## config.mk

```make
export PLATFORM = sky130hd
export DESIGN_NAME = tpc_top
export DESIGN_NICKNAME = d
export VERILOG_FILES = /design/src/logic/tpc_slot_timer.v /design/src/logic/tpc_err_counter.v /design/src/logic/tpc_top.v
export VERILOG_INCLUDE_DIRS = /design/src /design/src/logic
export SDC_FILE = /design/constraint.sdc
export NUM_CORES = 1
export LEC_CHECK = 0
export ABC_AREA = 1
export BUFFER_PORTS_ARGS = -buffer_cell sky130_fd_sc_hd__buf_2
export CORE_MARGIN = 4
export CORE_UTILIZATION = 25
export DETAILED_ROUTE_END_ITERATION = 10
export PLACE_DENSITY = 0.42
export SLEW_MARGIN = 20
export SYNTH_ARGS = -nofsm -noshare
export SYNTH_HDL_FRONTEND = slang
export SYNTH_SLANG_ARGS = --single-unit
```

## constraint.sdc

```tcl
create_clock -name mclk -period 1.7 [get_ports mclk]
set_input_delay 0.085 -clock mclk [delete_from_list [all_inputs] [get_ports mclk]]
set_output_delay 0.085 -clock mclk [all_outputs]
set_load 0.05 [all_outputs]
```

## src/logic/tpc_defines.vh

```
// Constants of the maintenance test-pattern checker and generator.
// Assumes byte-wide registers on the demultiplexed host port.
`ifndef TPC_DEFINES_VH
`define TPC_DEFINES_VH

// ----------------------------------------------------------------
// Register offsets
// ----------------------------------------------------------------
`define TPC_OFS_HWY_SEL 7'h0b
`define TPC_OFS_SLOT_HIGH 7'h0c
`define TPC_OFS_SLOT_LOW 7'h0d
`define TPC_OFS_REF_BYTE 7'h0e
`define TPC_OFS_INJ_COUNT 7'h0f
`define TPC_OFS_ERR_LOW 7'h10
`define TPC_OFS_ERR_HIGH 7'h11
`define TPC_OFS_GEN_BYTE 7'h12

// ----------------------------------------------------------------
// Field positions and widths
// ----------------------------------------------------------------
`define TPC_HWY_SEL_MSB 4
`define TPC_SLOT_MSB 6
`define TPC_STYLE_MSB 3

// ----------------------------------------------------------------
// Reset values
// ----------------------------------------------------------------
`define TPC_RST_HWY_SEL 5'h00
`define TPC_RST_SLOT 7'h00
`define TPC_RST_BYTE 8'h00
`define TPC_RST_COUNT 16'h0000

// ----------------------------------------------------------------
// Pattern styles and highway rates
// ----------------------------------------------------------------
`define TPC_STYLE_FIXED 4'hf
`define TPC_RATE_2M 2'h0
`define TPC_RATE_4M 2'h1
`define TPC_RATE_8M 2'h2

// ----------------------------------------------------------------
// Timing counts
// ----------------------------------------------------------------
`define TPC_SLOTS_2M 8'h20
`define TPC_SLOTS_4M 8'h40
`define TPC_SLOTS_8M 8'h80
`define TPC_BITS_PER_SLOT 4'h8

`endif

```

## src/logic/tpc_slot_timer.v

```verilog
// Bit and time-slot position within a highway frame.
// Assumes bit_en pulses once per highway bit and fsync marks bit 0.
`timescale 1ns/10ps
`default_nettype none
`include "tpc_defines.vh"

module tpc_slot_timer (
  input wire mclk,
  input wire rstn,
  input wire bit_en,
  input wire fsync,
  input wire [1:0] rate,
  output reg [6:0] slot_q,
  output reg [2:0] bit_q
);

  reg [7:0] last_slot;

  always @* begin
    if (rate == `TPC_RATE_2M) begin
      last_slot = `TPC_SLOTS_2M - 8'h01;
    end else if (rate == `TPC_RATE_4M) begin
      last_slot = `TPC_SLOTS_4M - 8'h01;
    end else begin
      last_slot = `TPC_SLOTS_8M - 8'h01;
    end
  end

  // Frame sync bit is bit 0 of slot 0, so the count resumes at bit 1
  always @(posedge mclk or negedge rstn) begin
    if (!rstn) begin
      slot_q <= 7'h00;
      bit_q <= 3'h0;
    end else if (bit_en) begin
      if (fsync) begin
        slot_q <= 7'h00;
        bit_q <= 3'h1;
      end else if (bit_q == 3'h7) begin
        bit_q <= 3'h0;
        if ({1'b0, slot_q} >= last_slot) begin
          slot_q <= 7'h00;
        end else begin
          slot_q <= slot_q + 7'h01;
        end
      end else begin
        bit_q <= bit_q + 3'h1;
      end
    end
  end

endmodule // tpc_slot_timer
`default_nettype wire

```

## src/logic/tpc_err_counter.v

```verilog
// Bit-error counter with snapshot on the low-byte read.
// Assumes rd_low is a one-cycle pulse per host read of the low byte.
`timescale 1ns/10ps
`default_nettype none
`include "tpc_defines.vh"

module tpc_err_counter #(
  parameter W = 16
) (
  input wire mclk,
  input wire rstn,
  input wire err,
  input wire rd_low,
  output reg [W-1:0] count_q,
  output reg [W-1:0] snap_q
);

  reg [W-1:0] count_d;

  // Saturate rather than wrap, so a flood of errors never reads small
  always @* begin
    count_d = count_q;
    if (rd_low) begin
      count_d = {{(W-1){1'b0}}, err};
    end else if (err && (count_q != {W{1'b1}})) begin
      count_d = count_q + {{(W-1){1'b0}}, 1'b1};
    end
  end

  always @(posedge mclk or negedge rstn) begin
    if (!rstn) begin
      count_q <= {W{1'b0}};
      snap_q <= {W{1'b0}};
    end else begin
      count_q <= count_d;
      if (rd_low) begin
        snap_q <= count_q;
      end
    end
  end

endmodule // tpc_err_counter
`default_nettype wire

```

## src/logic/tpc_top.v

```verilog
// Maintenance test-pattern checker and generator with host registers.
// Assumes the host port and the highway bit enables share mclk.
//
// Summary of operation
// - Check slots from low to high, inclusive.
// - Window spans no slot (low above high), one slot, up to whole frame.
// - Fixed mode compares against the reference byte.
// - Inject host-written count of single-bit errors.
// - After last error set done, zero count.
// - At most one injected error per slot.
// - Sixteen-bit counter counts detected bit errors, holding at all ones.
// - Low then high read latches, clears, continues.
// - Fixed mode sends the pattern byte repeatedly.
// - Five-bit field selects the checked receive highway.
// - Upper bound has its own seven-bit register.
`timescale 1ns/10ps
`default_nettype none
`include "tpc_defines.vh"

module tpc_top #(
  parameter NUM_HWY = 32,
  parameter CNT_W = 16
) (
  input wire mclk,
  input wire rstn,
  input wire [6:0] cpu_addr,
  input wire cpu_wr,
  input wire cpu_rd,
  input wire [7:0] cpu_wdata,
  output reg [7:0] cpu_rdata,
  input wire [NUM_HWY-1:0] rx_hwy,
  input wire chk_bit_en,
  input wire chk_fsync,
  input wire [1:0] chk_rate,
  input wire [3:0] chk_style,
  input wire gen_bit_en,
  input wire gen_fsync,
  input wire [1:0] gen_rate,
  input wire [3:0] gen_style,
  input wire gen_slot_en,
  output reg gen_bit_q,
  output reg gen_bit_valid_q,
  output reg inject_done_flag,
  input wire inject_done_clr
);

  // ----------------------------------------------------------------
  // Host registers
  // ----------------------------------------------------------------
  reg [4:0] checker_highway_sel_q;
  reg [6:0] checker_slot_low_q;
  reg [6:0] checker_slot_high_q;
  reg [7:0] checker_ref_byte_q;
  reg [7:0] inject_error_count_q;
  reg [7:0] generator_pattern_byte_q;

  wire wr_hwy;
  wire wr_high;
  wire wr_low;
  wire wr_ref;
  wire wr_inj;
  wire wr_gen;
  wire rd_err_low;

  assign wr_hwy = cpu_wr && (cpu_addr == `TPC_OFS_HWY_SEL);
  assign wr_high = cpu_wr && (cpu_addr == `TPC_OFS_SLOT_HIGH);
  assign wr_low = cpu_wr && (cpu_addr == `TPC_OFS_SLOT_LOW);
  assign wr_ref = cpu_wr && (cpu_addr == `TPC_OFS_REF_BYTE);
  assign wr_inj = cpu_wr && (cpu_addr == `TPC_OFS_INJ_COUNT);
  assign wr_gen = cpu_wr && (cpu_addr == `TPC_OFS_GEN_BYTE);
  assign rd_err_low = cpu_rd && (cpu_addr == `TPC_OFS_ERR_LOW);

  always @(posedge mclk or negedge rstn) begin
    if (!rstn) begin
      checker_highway_sel_q <= `TPC_RST_HWY_SEL;
      checker_slot_low_q <= `TPC_RST_SLOT;
      checker_slot_high_q <= `TPC_RST_SLOT;
      checker_ref_byte_q <= `TPC_RST_BYTE;
      generator_pattern_byte_q <= `TPC_RST_BYTE;
    end else begin
      if (wr_hwy) begin
        checker_highway_sel_q <= cpu_wdata[`TPC_HWY_SEL_MSB:0];
      end
      if (wr_high) begin
        checker_slot_high_q <= cpu_wdata[`TPC_SLOT_MSB:0];
      end
      if (wr_low) begin
        checker_slot_low_q <= cpu_wdata[`TPC_SLOT_MSB:0];
      end
      if (wr_ref) begin
        checker_ref_byte_q <= cpu_wdata;
      end
      if (wr_gen) begin
        generator_pattern_byte_q <= cpu_wdata;
      end
    end
  end

  // ----------------------------------------------------------------
  // Checker slot position and window
  // ----------------------------------------------------------------
  wire [6:0] chk_slot;
  wire [2:0] chk_bit;

  tpc_slot_timer u_chk_timer (
    .mclk(mclk),
    .rstn(rstn),
    .bit_en(chk_bit_en),
    .fsync(chk_fsync),
    .rate(chk_rate),
    .slot_q(chk_slot),
    .bit_q(chk_bit)
  );

  // Frame sync bit sits at slot 0 bit 0 whatever the timer holds
  wire [6:0] chk_pos_slot;
  wire [2:0] chk_pos;
  assign chk_pos_slot = chk_fsync ? 7'h00 : chk_slot;
  assign chk_pos = chk_fsync ? 3'h0 : chk_bit;

  // Timer wraps at the frame length, so a window may cover it all
  wire in_window;
  assign in_window = (chk_pos_slot >= checker_slot_low_q) &&
                     (chk_pos_slot <= checker_slot_high_q);

  wire rx_bit;
  assign rx_bit = (checker_highway_sel_q < NUM_HWY) ?
                  rx_hwy[checker_highway_sel_q] : 1'b0;

  // Non-fixed styles are produced elsewhere; here they expect all ones
  reg exp_bit;
  always @* begin
    if (chk_style == `TPC_STYLE_FIXED) begin
      exp_bit = checker_ref_byte_q[3'h7 - chk_pos];
    end else begin
      exp_bit = 1'b1;
    end
  end

  wire bit_err;
  assign bit_err = chk_bit_en && in_window &&
                   (rx_bit != exp_bit);

  // ----------------------------------------------------------------
  // Error counter and snapshot
  // ----------------------------------------------------------------
  wire [CNT_W-1:0] err_count;
  wire [CNT_W-1:0] err_snap;

  tpc_err_counter #(
    .W(CNT_W)
  ) u_err_cnt (
    .mclk(mclk),
    .rstn(rstn),
    .err(bit_err),
    .rd_low(rd_err_low),
    .count_q(err_count),
    .snap_q(err_snap)
  );

  // ----------------------------------------------------------------
  // Generator and error injection
  // ----------------------------------------------------------------
  wire [6:0] gen_slot;
  wire [2:0] gen_bit;

  tpc_slot_timer u_gen_timer (
    .mclk(mclk),
    .rstn(rstn),
    .bit_en(gen_bit_en),
    .fsync(gen_fsync),
    .rate(gen_rate),
    .slot_q(gen_slot),
    .bit_q(gen_bit)
  );

  wire [2:0] gen_pos;
  assign gen_pos = gen_fsync ? 3'h0 : gen_bit;

  // Injecting only on bit 0 keeps one error per slot at most
  wire inject_now;
  assign inject_now = gen_bit_en && gen_slot_en && (gen_pos == 3'h0) &&
                      (inject_error_count_q != 8'h00);

  wire inject_last;
  assign inject_last = inject_now && (inject_error_count_q == 8'h01);

  reg pat_bit;
  always @* begin
    if (gen_style == `TPC_STYLE_FIXED) begin
      pat_bit = generator_pattern_byte_q[3'h7 - gen_pos];
    end else begin
      pat_bit = 1'b1;
    end
  end

  // A host write in the same cycle as an injection starts a new burst
  always @(posedge mclk or negedge rstn) begin
    if (!rstn) begin
      inject_error_count_q <= `TPC_RST_BYTE;
    end else if (wr_inj) begin
      inject_error_count_q <= cpu_wdata;
    end else if (inject_now) begin
      inject_error_count_q <= inject_error_count_q - 8'h01;
    end
  end

  // Set wins over a clear in the same cycle
  always @(posedge mclk or negedge rstn) begin
    if (!rstn) begin
      inject_done_flag <= 1'b0;
    end else if (inject_last && !wr_inj) begin
      inject_done_flag <= 1'b1;
    end else if (inject_done_clr) begin
      inject_done_flag <= 1'b0;
    end
  end

  always @(posedge mclk or negedge rstn) begin
    if (!rstn) begin
      gen_bit_q <= 1'b1;
      gen_bit_valid_q <= 1'b0;
    end else if (gen_bit_en) begin
      gen_bit_q <= pat_bit ^ inject_now;
      gen_bit_valid_q <= gen_slot_en;
    end
  end

  // ----------------------------------------------------------------
  // Host read data
  // ----------------------------------------------------------------
  reg [7:0] rdata_d;
  always @* begin
    if (cpu_addr == `TPC_OFS_HWY_SEL) begin
      rdata_d = {3'h0, checker_highway_sel_q};
    end else if (cpu_addr == `TPC_OFS_SLOT_HIGH) begin
      rdata_d = {1'b0, checker_slot_high_q};
    end else if (cpu_addr == `TPC_OFS_SLOT_LOW) begin
      rdata_d = {1'b0, checker_slot_low_q};
    end else if (cpu_addr == `TPC_OFS_REF_BYTE) begin
      rdata_d = checker_ref_byte_q;
    end else if (cpu_addr == `TPC_OFS_INJ_COUNT) begin
      rdata_d = inject_error_count_q;
    end else if (cpu_addr == `TPC_OFS_ERR_LOW) begin
      rdata_d = err_count[7:0];
    end else if (cpu_addr == `TPC_OFS_ERR_HIGH) begin
      rdata_d = err_snap[15:8];
    end else if (cpu_addr == `TPC_OFS_GEN_BYTE) begin
      rdata_d = generator_pattern_byte_q;
    end else begin
      rdata_d = 8'h00;
    end
  end

  always @(posedge mclk or negedge rstn) begin
    if (!rstn) begin
      cpu_rdata <= 8'h00;
    end else if (cpu_rd) begin
      cpu_rdata <= rdata_d;
    end
  end

endmodule // tpc_top
`default_nettype wire

```

==> results.py, run 1 <==
metrics = {
    "global_route": {
        "grt.met1_usage": 0.2022,
        "grt_pass1_wl_mm": 30.61,
        "top_usage_layer": "met2",
        "grtUsageMet3": 0.02400,
        "grt_overflow": 0,
        "use_met2": 0.2487,
        "track_usage": 0.1489,
        "grt_max_degree": 28,
        "first_global_vias": 5806,
        "antenna_found_initial": 0,
    },
    "yosys": {
        "syn-cell-area_mm2": 0.005791,
        "yosys.cell_types.count": 47,
        "synthCells": 809,
        "synth-seq-area-share": 0.3935,
        "synth.area.top_cells": "dfrtp_1, nand2_1, inv_1",
        "syn_area_per_cell_um2": 7.158,
        "synthTopCellsByCount": "nand2_1, inv_1, dfrtp_1, nand3_1, o21ai_0",
        "synth_nets": 895,
        "ys_async_sr_fraction": 1.000,
        "yosys.area.top_type": "dfrtp_1",
        "synth-edff-count": 0,
        "synth-main-ff-cell": "dfrtp_1",
        "ys_seq_elements": 91,
        "yosysMostFrequentCell": "nand2_1",
        "synth_top_area_share": 0.3889,
        "ys_warn_count": 0,
    },
    "timing": {
        "worst_pin_slew_ns": 0.4475,
        "holdWs_ns": 0.03931,
        "max_freq_mhz": 501.8,
        "relSlewSlack": 0.6993,
        "finalWorstSetupSlack_ns": -0.2929,
        "fin_crit_sh": 1.172,
        "setup_viol": 16,
        "drv_slew": 0,
        "final_hold_viol_count": 0,
        "min_period_ns": 1.993,
        "grt_setup_unrepaired": "true",
        "tns_ns": -4.198,
        "fin_worst_skew_ns": 0.008819,
    },
    "routing": {
        "ant_nets": 0,
        "drcViolationCount": 0,
        "num_vias": 5917,
        "first_iter_violations": 346,
        "drt-vias-per-instance": 4.569,
        "wire_per_inst_um": 14.94,
        "dr.pass1.iters": 4,
        "wirelength_mm": 19.35,
    },
    "clock_network": {
        "cts_root_buffer": "clkbuf_16",
        "clockBufferDepth": 2,
        "clkLatencyLatePin_ns": 0.35,
        "cts_made_buffers": 9,
        "clkSlewWorstSetupHoldPaths_ns": 0.07,
        "cts_sinks": 91,
        "cts_tree": "built",
        "cts_htree_levels": 3,
    },
    "final_layout": {
        "fillers": 2481,
        "drive_above_1_share": 0.2861,
        "antenna_cells": 0,
        "final_util": 0.3611,
        "layout.cells.non_filler": 1295,
        "finalInstanceArea_mm2": 0.008200,
        "syn2layout_area_growth_pct": 41.62,
        "nets": 1091,
        "multi_input_area_mm2": 0.003251,
        "seqCellArea_mm2": 0.002280,
    },
    "setup_path": {
        "crit_buf_inv": 3,
        "worst_ep_required_time_ns": 1.99,
        "reg2regPathDepth": 15,
        "critPathMostFrequentCell": "nand2_1",
        "arrival_ns": 2.29,
        "crit_path_max_incr_delay_ns": 0.46,
        "r2r-start": "checker_highway_sel_q[0]$_DFFE_PN0P_",
        "critPathSlowestCell": "dfrtp_2",
        "path_cells": "buf_12 -> inv_6 -> nand2_1 -> nand3_1 -> nand3_1 -> nand2_1 -> nand2_1 -> nand3_4 -> nand2_2 -> nand2_2 -> nand2_2 -> nor2_4 -> clkbuf_16 -> nand4_1 -> nand2_1",
        "cp_top_family": "simple AND/OR/NAND/NOR gates",
        "worst-path-max-fanout": 8,
        "critPathCaptureType": "flip-flop",
        "critPathKind": "reg -> reg",
        "r2r_end": "u_err_cnt.count_q[8]$_DFFE_PN0P_",
        "startpoint_type": "flip-flop",
        "r2r_slack_ns": -0.29,
    },
    "placed_design": {
        "place_area_mm2": 0.007320,
        "place_inst": 1264,
        "place_congestion": 0.7914,
        "post-place-ws_ns": -0.2833,
        "port_buffers": 77,
        "place_hpwl_mm": 14.67,
    },
    "power": {
        "p_per_area_mw_per_mm2": 911.4,
        "total_power_mw": 7.474,
        "ir_worst_vdd_v": 0.0004260,
        "power_leakage_nw": 4.106,
    },
    "die": {
        "core_area_mm2": 0.02271,
        "rows": 55,
        "die_w_um": 160.2,
        "die-area_mm2": 0.02566,
        "fp.dieH_um": 160.2,
        "initial_core_util": 0.2550,
        "pin_count": 80,
    },
    "min_path": {
        "min_from": "chk_bit_en",
        "hp-class": "in -> reg",
        "hold-path-endpoint": "u_chk_timer.bit_q[2]$_DFFE_PN0P_",
        "worstHoldPathCells": 2,
    },
    "run_status": {
        "status": "complete, but fails checks",
        "violations": "setup timing",
    },
    "flow_run": {
        "maxCapViolCount": 0,
    },
}
## report_power, final
group | switching, mW | internal, mW
combinational | 1.33 | 1.10
sequential | 0.169 | 2.43
clock | 0.931 | 1.52
total | 2.43 | 5.04
## kinds of logic after synthesis
logic type                 after synthesis  share of synthesized area
xor gates and xnor gates                22                    0.03327
buffers and inverters                  139                     0.1007
muxes                                    1                   0.001945
and+or+nand+nor                        426                     0.3220
adders and majority gates               17                    0.03673
AOI/OAI and AO/OA                      113                     0.1119
DFF                                     91                     0.3935
## placed cells by master (no fill, tap or decap), types with 3 or more instances in the layout
cell type      Yosys  layout
nand2_1          246     234
buf_4              2     113
inv_1            111     104
dfrtp_1           90      89
buf_2              7      76
o21ai_0           65      65
nand3_1           70      56
nor2_1            52      50
nand4_1           25      25
xor2_1            22      22
a21oi_1           17      14
nand2_2            1      13
clkbuf_16          0      13
nand3_2            1      12
inv_2              4      11
ha_1              17      10
nor3_1            11       7
dlygate4sd3_1      0       7
o221ai_1           6       6
nor4_1             7       6
ha_4               0       6
nor2_4             1       5
buf_12             0       4
nor3_2             0       3
o211ai_1           3       3
o22ai_1            3       3
nand3b_1           3       3
nand3_4            0       3
bufinv_16          0       3
## worst register-to-register path, stage by stage, from the launching register on
cell       delay, ns
dfrtp_2         0.46
buf_12          0.17
inv_6           0.08
nand2_1         0.05
nand3_1         0.06
nand3_1         0.07
nand2_1         0.07
nand2_1         0.08
nand3_4         0.11
nand2_2         0.07
nand2_2         0.10
nand2_2         0.07
nor2_4          0.20
clkbuf_16       0.19
nand4_1         0.08
nand2_1         0.08
## layout make-up
cell class | instances | area share
well taps | 285 | 0.04348
repair buffers | 205 | 0.1817
inverters | 118 | 0.05615
flip-flops and latches | 91 | 0.2780
clock buffers | 12 | 0.03128
multi-input cells | 579 | 0.3964
clock inverters | 4 | 0.01190
repair inverters | 1 | 0.001068
## metal layers
layer,part of all wire,vias up,routed length (um)
li1,-,3037,-
met1,0.47,2795,9179
met2,0.49,72,9472
met3,0.026,13,508
met4,0.0099,0,191
met5,0,-,0
## worst max-delay path by stage
stage,start,to,slack (ns),cells past startpoint
CTS,u_chk_timer.slot_q[6]$_DFFE_PN0P_,u_err_cnt.count_q[9]$_DFFE_PN0P_,-0.26,11
global placement,u_chk_timer.slot_q[6]$_DFFE_PN0P_,u_err_cnt.count_q[12]$_DFFE_PN0P_,-0.26,11
detailed placement,u_chk_timer.slot_q[6]$_DFFE_PN0P_,u_err_cnt.count_q[8]$_DFFE_PN0P_,-0.28,12
floorplan,u_chk_timer.slot_q[4]$_DFFE_PN0P_,u_err_cnt.count_q[10]$_DFFE_PN0P_,-0.09,13
global route,checker_highway_sel_q[0]$_DFFE_PN0P_,u_err_cnt.count_q[1]$_DFFE_PN0P_,-0.42,15
finish,checker_highway_sel_q[0]$_DFFE_PN0P_,u_err_cnt.count_q[8]$_DFFE_PN0P_,-0.29,15
## flip-flops by register name, indices dropped and copies added (netlist names)
signal                    cells
gen_bit_valid_q               1
checker_slot_low_q            7
cpu_rdata                     8
inject_done_flag              1
gen_bit_q                     1
u_err_cnt.count_q            16
checker_slot_high_q           7
inject_error_count_q          8
checker_highway_sel_q         5
checker_ref_byte_q            8
u_chk_timer.bit_q             3
u_chk_timer.slot_q            7
generator_pattern_byte_q      8
u_err_cnt.snap_q              8
u_gen_timer.bit_q             3
## what timing repair did
item	in CTS	in global routing
cloned	0	5
hold endpoints to repair	29	0
setup buffers	1	2
pin swaps	4	18
endpoints found under the setup margin	20	30
resized for setup	15	53
hold buffers	7	0
Power figures use the tool's default switching activity.
==> inputs of run 2 (changes only) <==
- ABC_AREA: 1 -> 0
- CORE_ASPECT_RATIO: default -> 0.75
==> run 2 against run 1 <==
Count of clock-buffer cells in the layout down 2. Fmax decreased by 25%. Register-to-register slack worse by 0.65 ns. Highest routed layer is now met5. The flow still finishes with violations (setup timing). Final cell count decreased by 13%. Routed wire length fell by 0.80%. Sequential cell count unchanged. Sequential share of layout area fell by 0.90 points. Die area fell by 3.2%. Total power down 10%. Critical path depth fell by 4. Clock power fell by 21%.
==> results.py, run 2 <==
metrics = {
    "yosys": {
        "synthCells": 593,
        "ys_async_sr_fraction": 1.000,
        "yosys.cell_types.count": 69,
        "synth_top_area_share": 0.4029,
        "synth_nets": 679,
        "yosysMostFrequentCell": "dfrtp_1",
        "synth-seq-area-share": 0.4076,
        "syn_area_per_cell_um2": 9.427,
        "synth-edff-count": 0,
        "yosys.area.top_type": "dfrtp_1",
        "synthTopCellsByCount": "dfrtp_1, nor2_1, nand2_1, a21oi_1, mux2_2",
        "ys_warn_count": 0,
        "syn-cell-area_mm2": 0.005590,
        "ys_seq_elements": 91,
        "synth-main-ff-cell": "dfrtp_1",
        "synth.area.top_cells": "dfrtp_1, mux2_2, mux2i_1",
    },
    "timing": {
        "setup_viol": 25,
        "finalWorstSetupSlack_ns": -0.9445,
        "final_hold_viol_count": 0,
        "fin_crit_sh": 1.556,
        "worst_pin_slew_ns": 0.4878,
        "relSlewSlack": 0.6748,
        "min_period_ns": 2.645,
        "drv_slew": 0,
        "grt_setup_unrepaired": "true",
        "fin_worst_skew_ns": 0.007167,
        "max_freq_mhz": 378.1,
        "holdWs_ns": 0.01805,
    },
    "final_layout": {
        "multi_input_area_mm2": 0.003665,
        "syn2layout_area_growth_pct": 51.75,
        "most-common-layout-cells": "buf_4, dfrtp_1, buf_2",
        "fillers": 2218,
        "nets": 911,
        "seqCellArea_mm2": 0.002282,
        "drive_above_1_share": 0.4771,
        "layout.cells.non_filler": 1124,
        "antenna_cells": 0,
        "layout_commonest_cell": "buf_4",
        "largest_reg_flops": 16,
        "regMostFlops": "u_err_cnt.count_q",
    },
    "global_route": {
        "first_global_vias": 5486,
        "grt_max_degree": 52,
        "grt_overflow": 0,
        "antenna_found_initial": 1,
        "grt_pass1_wl_mm": 30.19,
        "track_usage": 0.1540,
    },
    "die": {
        "fp.dieH_um": 137.5,
        "die-area_mm2": 0.02484,
        "initial_core_util": 0.2535,
        "rows": 47,
        "die_w_um": 180.7,
        "core_area_mm2": 0.02205,
        "pin_count": 80,
    },
    "placed_design": {
        "place_inst": 1080,
        "place_hpwl_mm": 14.34,
        "port_buffers": 77,
        "place_congestion": 0.8114,
    },
    "min_path": {
        "hp-class": "in -> reg",
    },
    "setup_path": {
        "critPathSlowestCell": "or4b_4",
        "worst-path-max-fanout": 6,
        "crit_buf_inv": 4,
        "critPathKind": "reg -> reg",
        "arrival_ns": 2.93,
        "worst_ep_required_time_ns": 1.99,
        "cp_top_family": "simple AND/OR/NAND/NOR gates",
        "path_cells": "buf_12 -> buf_6 -> mux2i_4 -> a21oi_2 -> nand4b_1 -> a31oi_4 -> buf_6 -> buf_6 -> nor2_4 -> or4b_4 -> a21oi_2",
        "critPathMostFrequentCell": "buf_6",
        "crit_path_max_incr_delay_ns": 0.54,
        "startpoint_type": "flip-flop",
        "critPathCaptureType": "flip-flop",
    },
    "power": {
        "ir_worst_vdd_v": 0.0005049,
        "power_leakage_nw": 3.826,
        "p_per_area_mw_per_mm2": 789.7,
    },
    "routing": {
        "dr.pass1.iters": 5,
        "wire_per_inst_um": 17.08,
        "num_vias": 5421,
        "ant_nets": 0,
        "wirelength_mm": 19.20,
        "first_iter_violations": 252,
        "drcViolationCount": 0,
        "drt-vias-per-instance": 4.823,
    },
    "clock_network": {
        "cts_tree": "built",
        "clockBufferDepth": 2,
        "clkLatencyLatePin_ns": 0.36,
        "cts_root_buffer": "clkbuf_16",
        "cts_htree_levels": 3,
        "cts_made_buffers": 9,
        "cts_sinks": 91,
        "clkSlewWorstSetupHoldPaths_ns": 0.07,
    },
    "flow_run": {
        "maxCapViolCount": 0,
    },
    "run_status": {
        "violations": "setup timing",
        "status": "complete, but fails checks",
    },
}
run 2: path summary, 6_finish.rpt:
check,endpoint,startpoint,cells after the start,slack (ns)
setup / recovery,u_err_cnt.count_q[8]$_DFFE_PN0P_,checker_highway_sel_q[1]$_DFFE_PN0P_,11,-0.94
hold reg to reg,u_err_cnt.snap_q[9]$_DFFE_PN0P_,u_err_cnt.snap_q[9]$_DFFE_PN0P_,2,0.48
max in group asynchronous,checker_slot_high_q[2]$_DFFE_PN0P_,rstn,3,0.90
hold / removal,gen_bit_valid_q$_DFFE_PN0P_,gen_slot_en,3,0.02
min in group asynchronous,u_gen_timer.bit_q[2]$_DFFE_PN0P_,rstn,2,0.18
setup reg to reg,u_err_cnt.count_q[8]$_DFFE_PN0P_,checker_highway_sel_q[1]$_DFFE_PN0P_,11,-0.94
run 2: cell type report:
| cell class | instances | area share |
|---|---|---|
| Multi-Input combinational cell | 453 | 0.4320 |
| Sequential cell | 91 | 0.2690 |
| Timing Repair Buffer | 245 | 0.2109 |
| Tap cell | 294 | 0.04336 |
| Clock buffer | 10 | 0.02699 |
| Inverter | 25 | 0.01195 |
| Clock inverter | 6 | 0.005752 |
run 2: layer usage:
layer,GRT usage,wire [um],up-vias
li1,-,-,2628
met4,0.03191,157,2
met3,0.02903,745,13
met5,0,13,-
met2,0.2438,8664,101
met1,0.2208,9616,2677
run 2: metrics by stage:
step                utilization  total power [mW]  area, um2  setup TNS, ns  setup WS (ns)
floorplan                     -             3.561       5724         -8.117        -0.6184
global placement         0.3386             4.403       7466         -15.28        -0.8695
finish                   0.3847             6.699       8483         -14.87        -0.9445
CTS                      0.3703             6.613       8167         -13.21        -0.8203
global route             0.3847             7.071       8483         -17.09         -1.018
detailed placement       0.3386             4.437       7466         -16.18        -0.9363
run 2: kinds of logic (layout without fill, tap and decap cells):
group	after synthesis	count (layout)	synth area share
buffers and inverters	51	286	0.03894
DFF	91	91	0.4076
adders and majority gates	19	19	0.04185
AOI/OAI and AO/OA	132	133	0.1502
and+or+nand+nor	214	215	0.1963
xor gates and xnor gates	17	17	0.02663
muxes	69	69	0.1385
run 2: power breakdown:
group | leakage, nW | internal, mW | total (mW) | switching [mW]
clock network | 0.137 | 1.01 | 1.94 | 0.928
registers | 1.20 | 2.39 | 2.58 | 0.191
logic | 2.49 | 1.09 | 2.18 | 1.08
run 2: worst reg2reg max path: stages, from the launching register on:
cell,delay [ns]
dfrtp_2,0.45
buf_12,0.15
buf_6,0.13
mux2i_4,0.18
a21oi_2,0.14
nand4b_1,0.21
a31oi_4,0.33
buf_6,0.15
buf_6,0.09
nor2_4,0.05
or4b_4,0.54
a21oi_2,0.15
run 2: timing repair:
item / in CTS / in global routing
cloned: 1 / 3
endpoints found under the setup margin: 33 / 35
setup buffers: 12 / 12
endpoints found under the hold margin: 24 / 0
resized for setup: 55 / 45
hold buffers: 2 / 0
pin swaps: 30 / 38
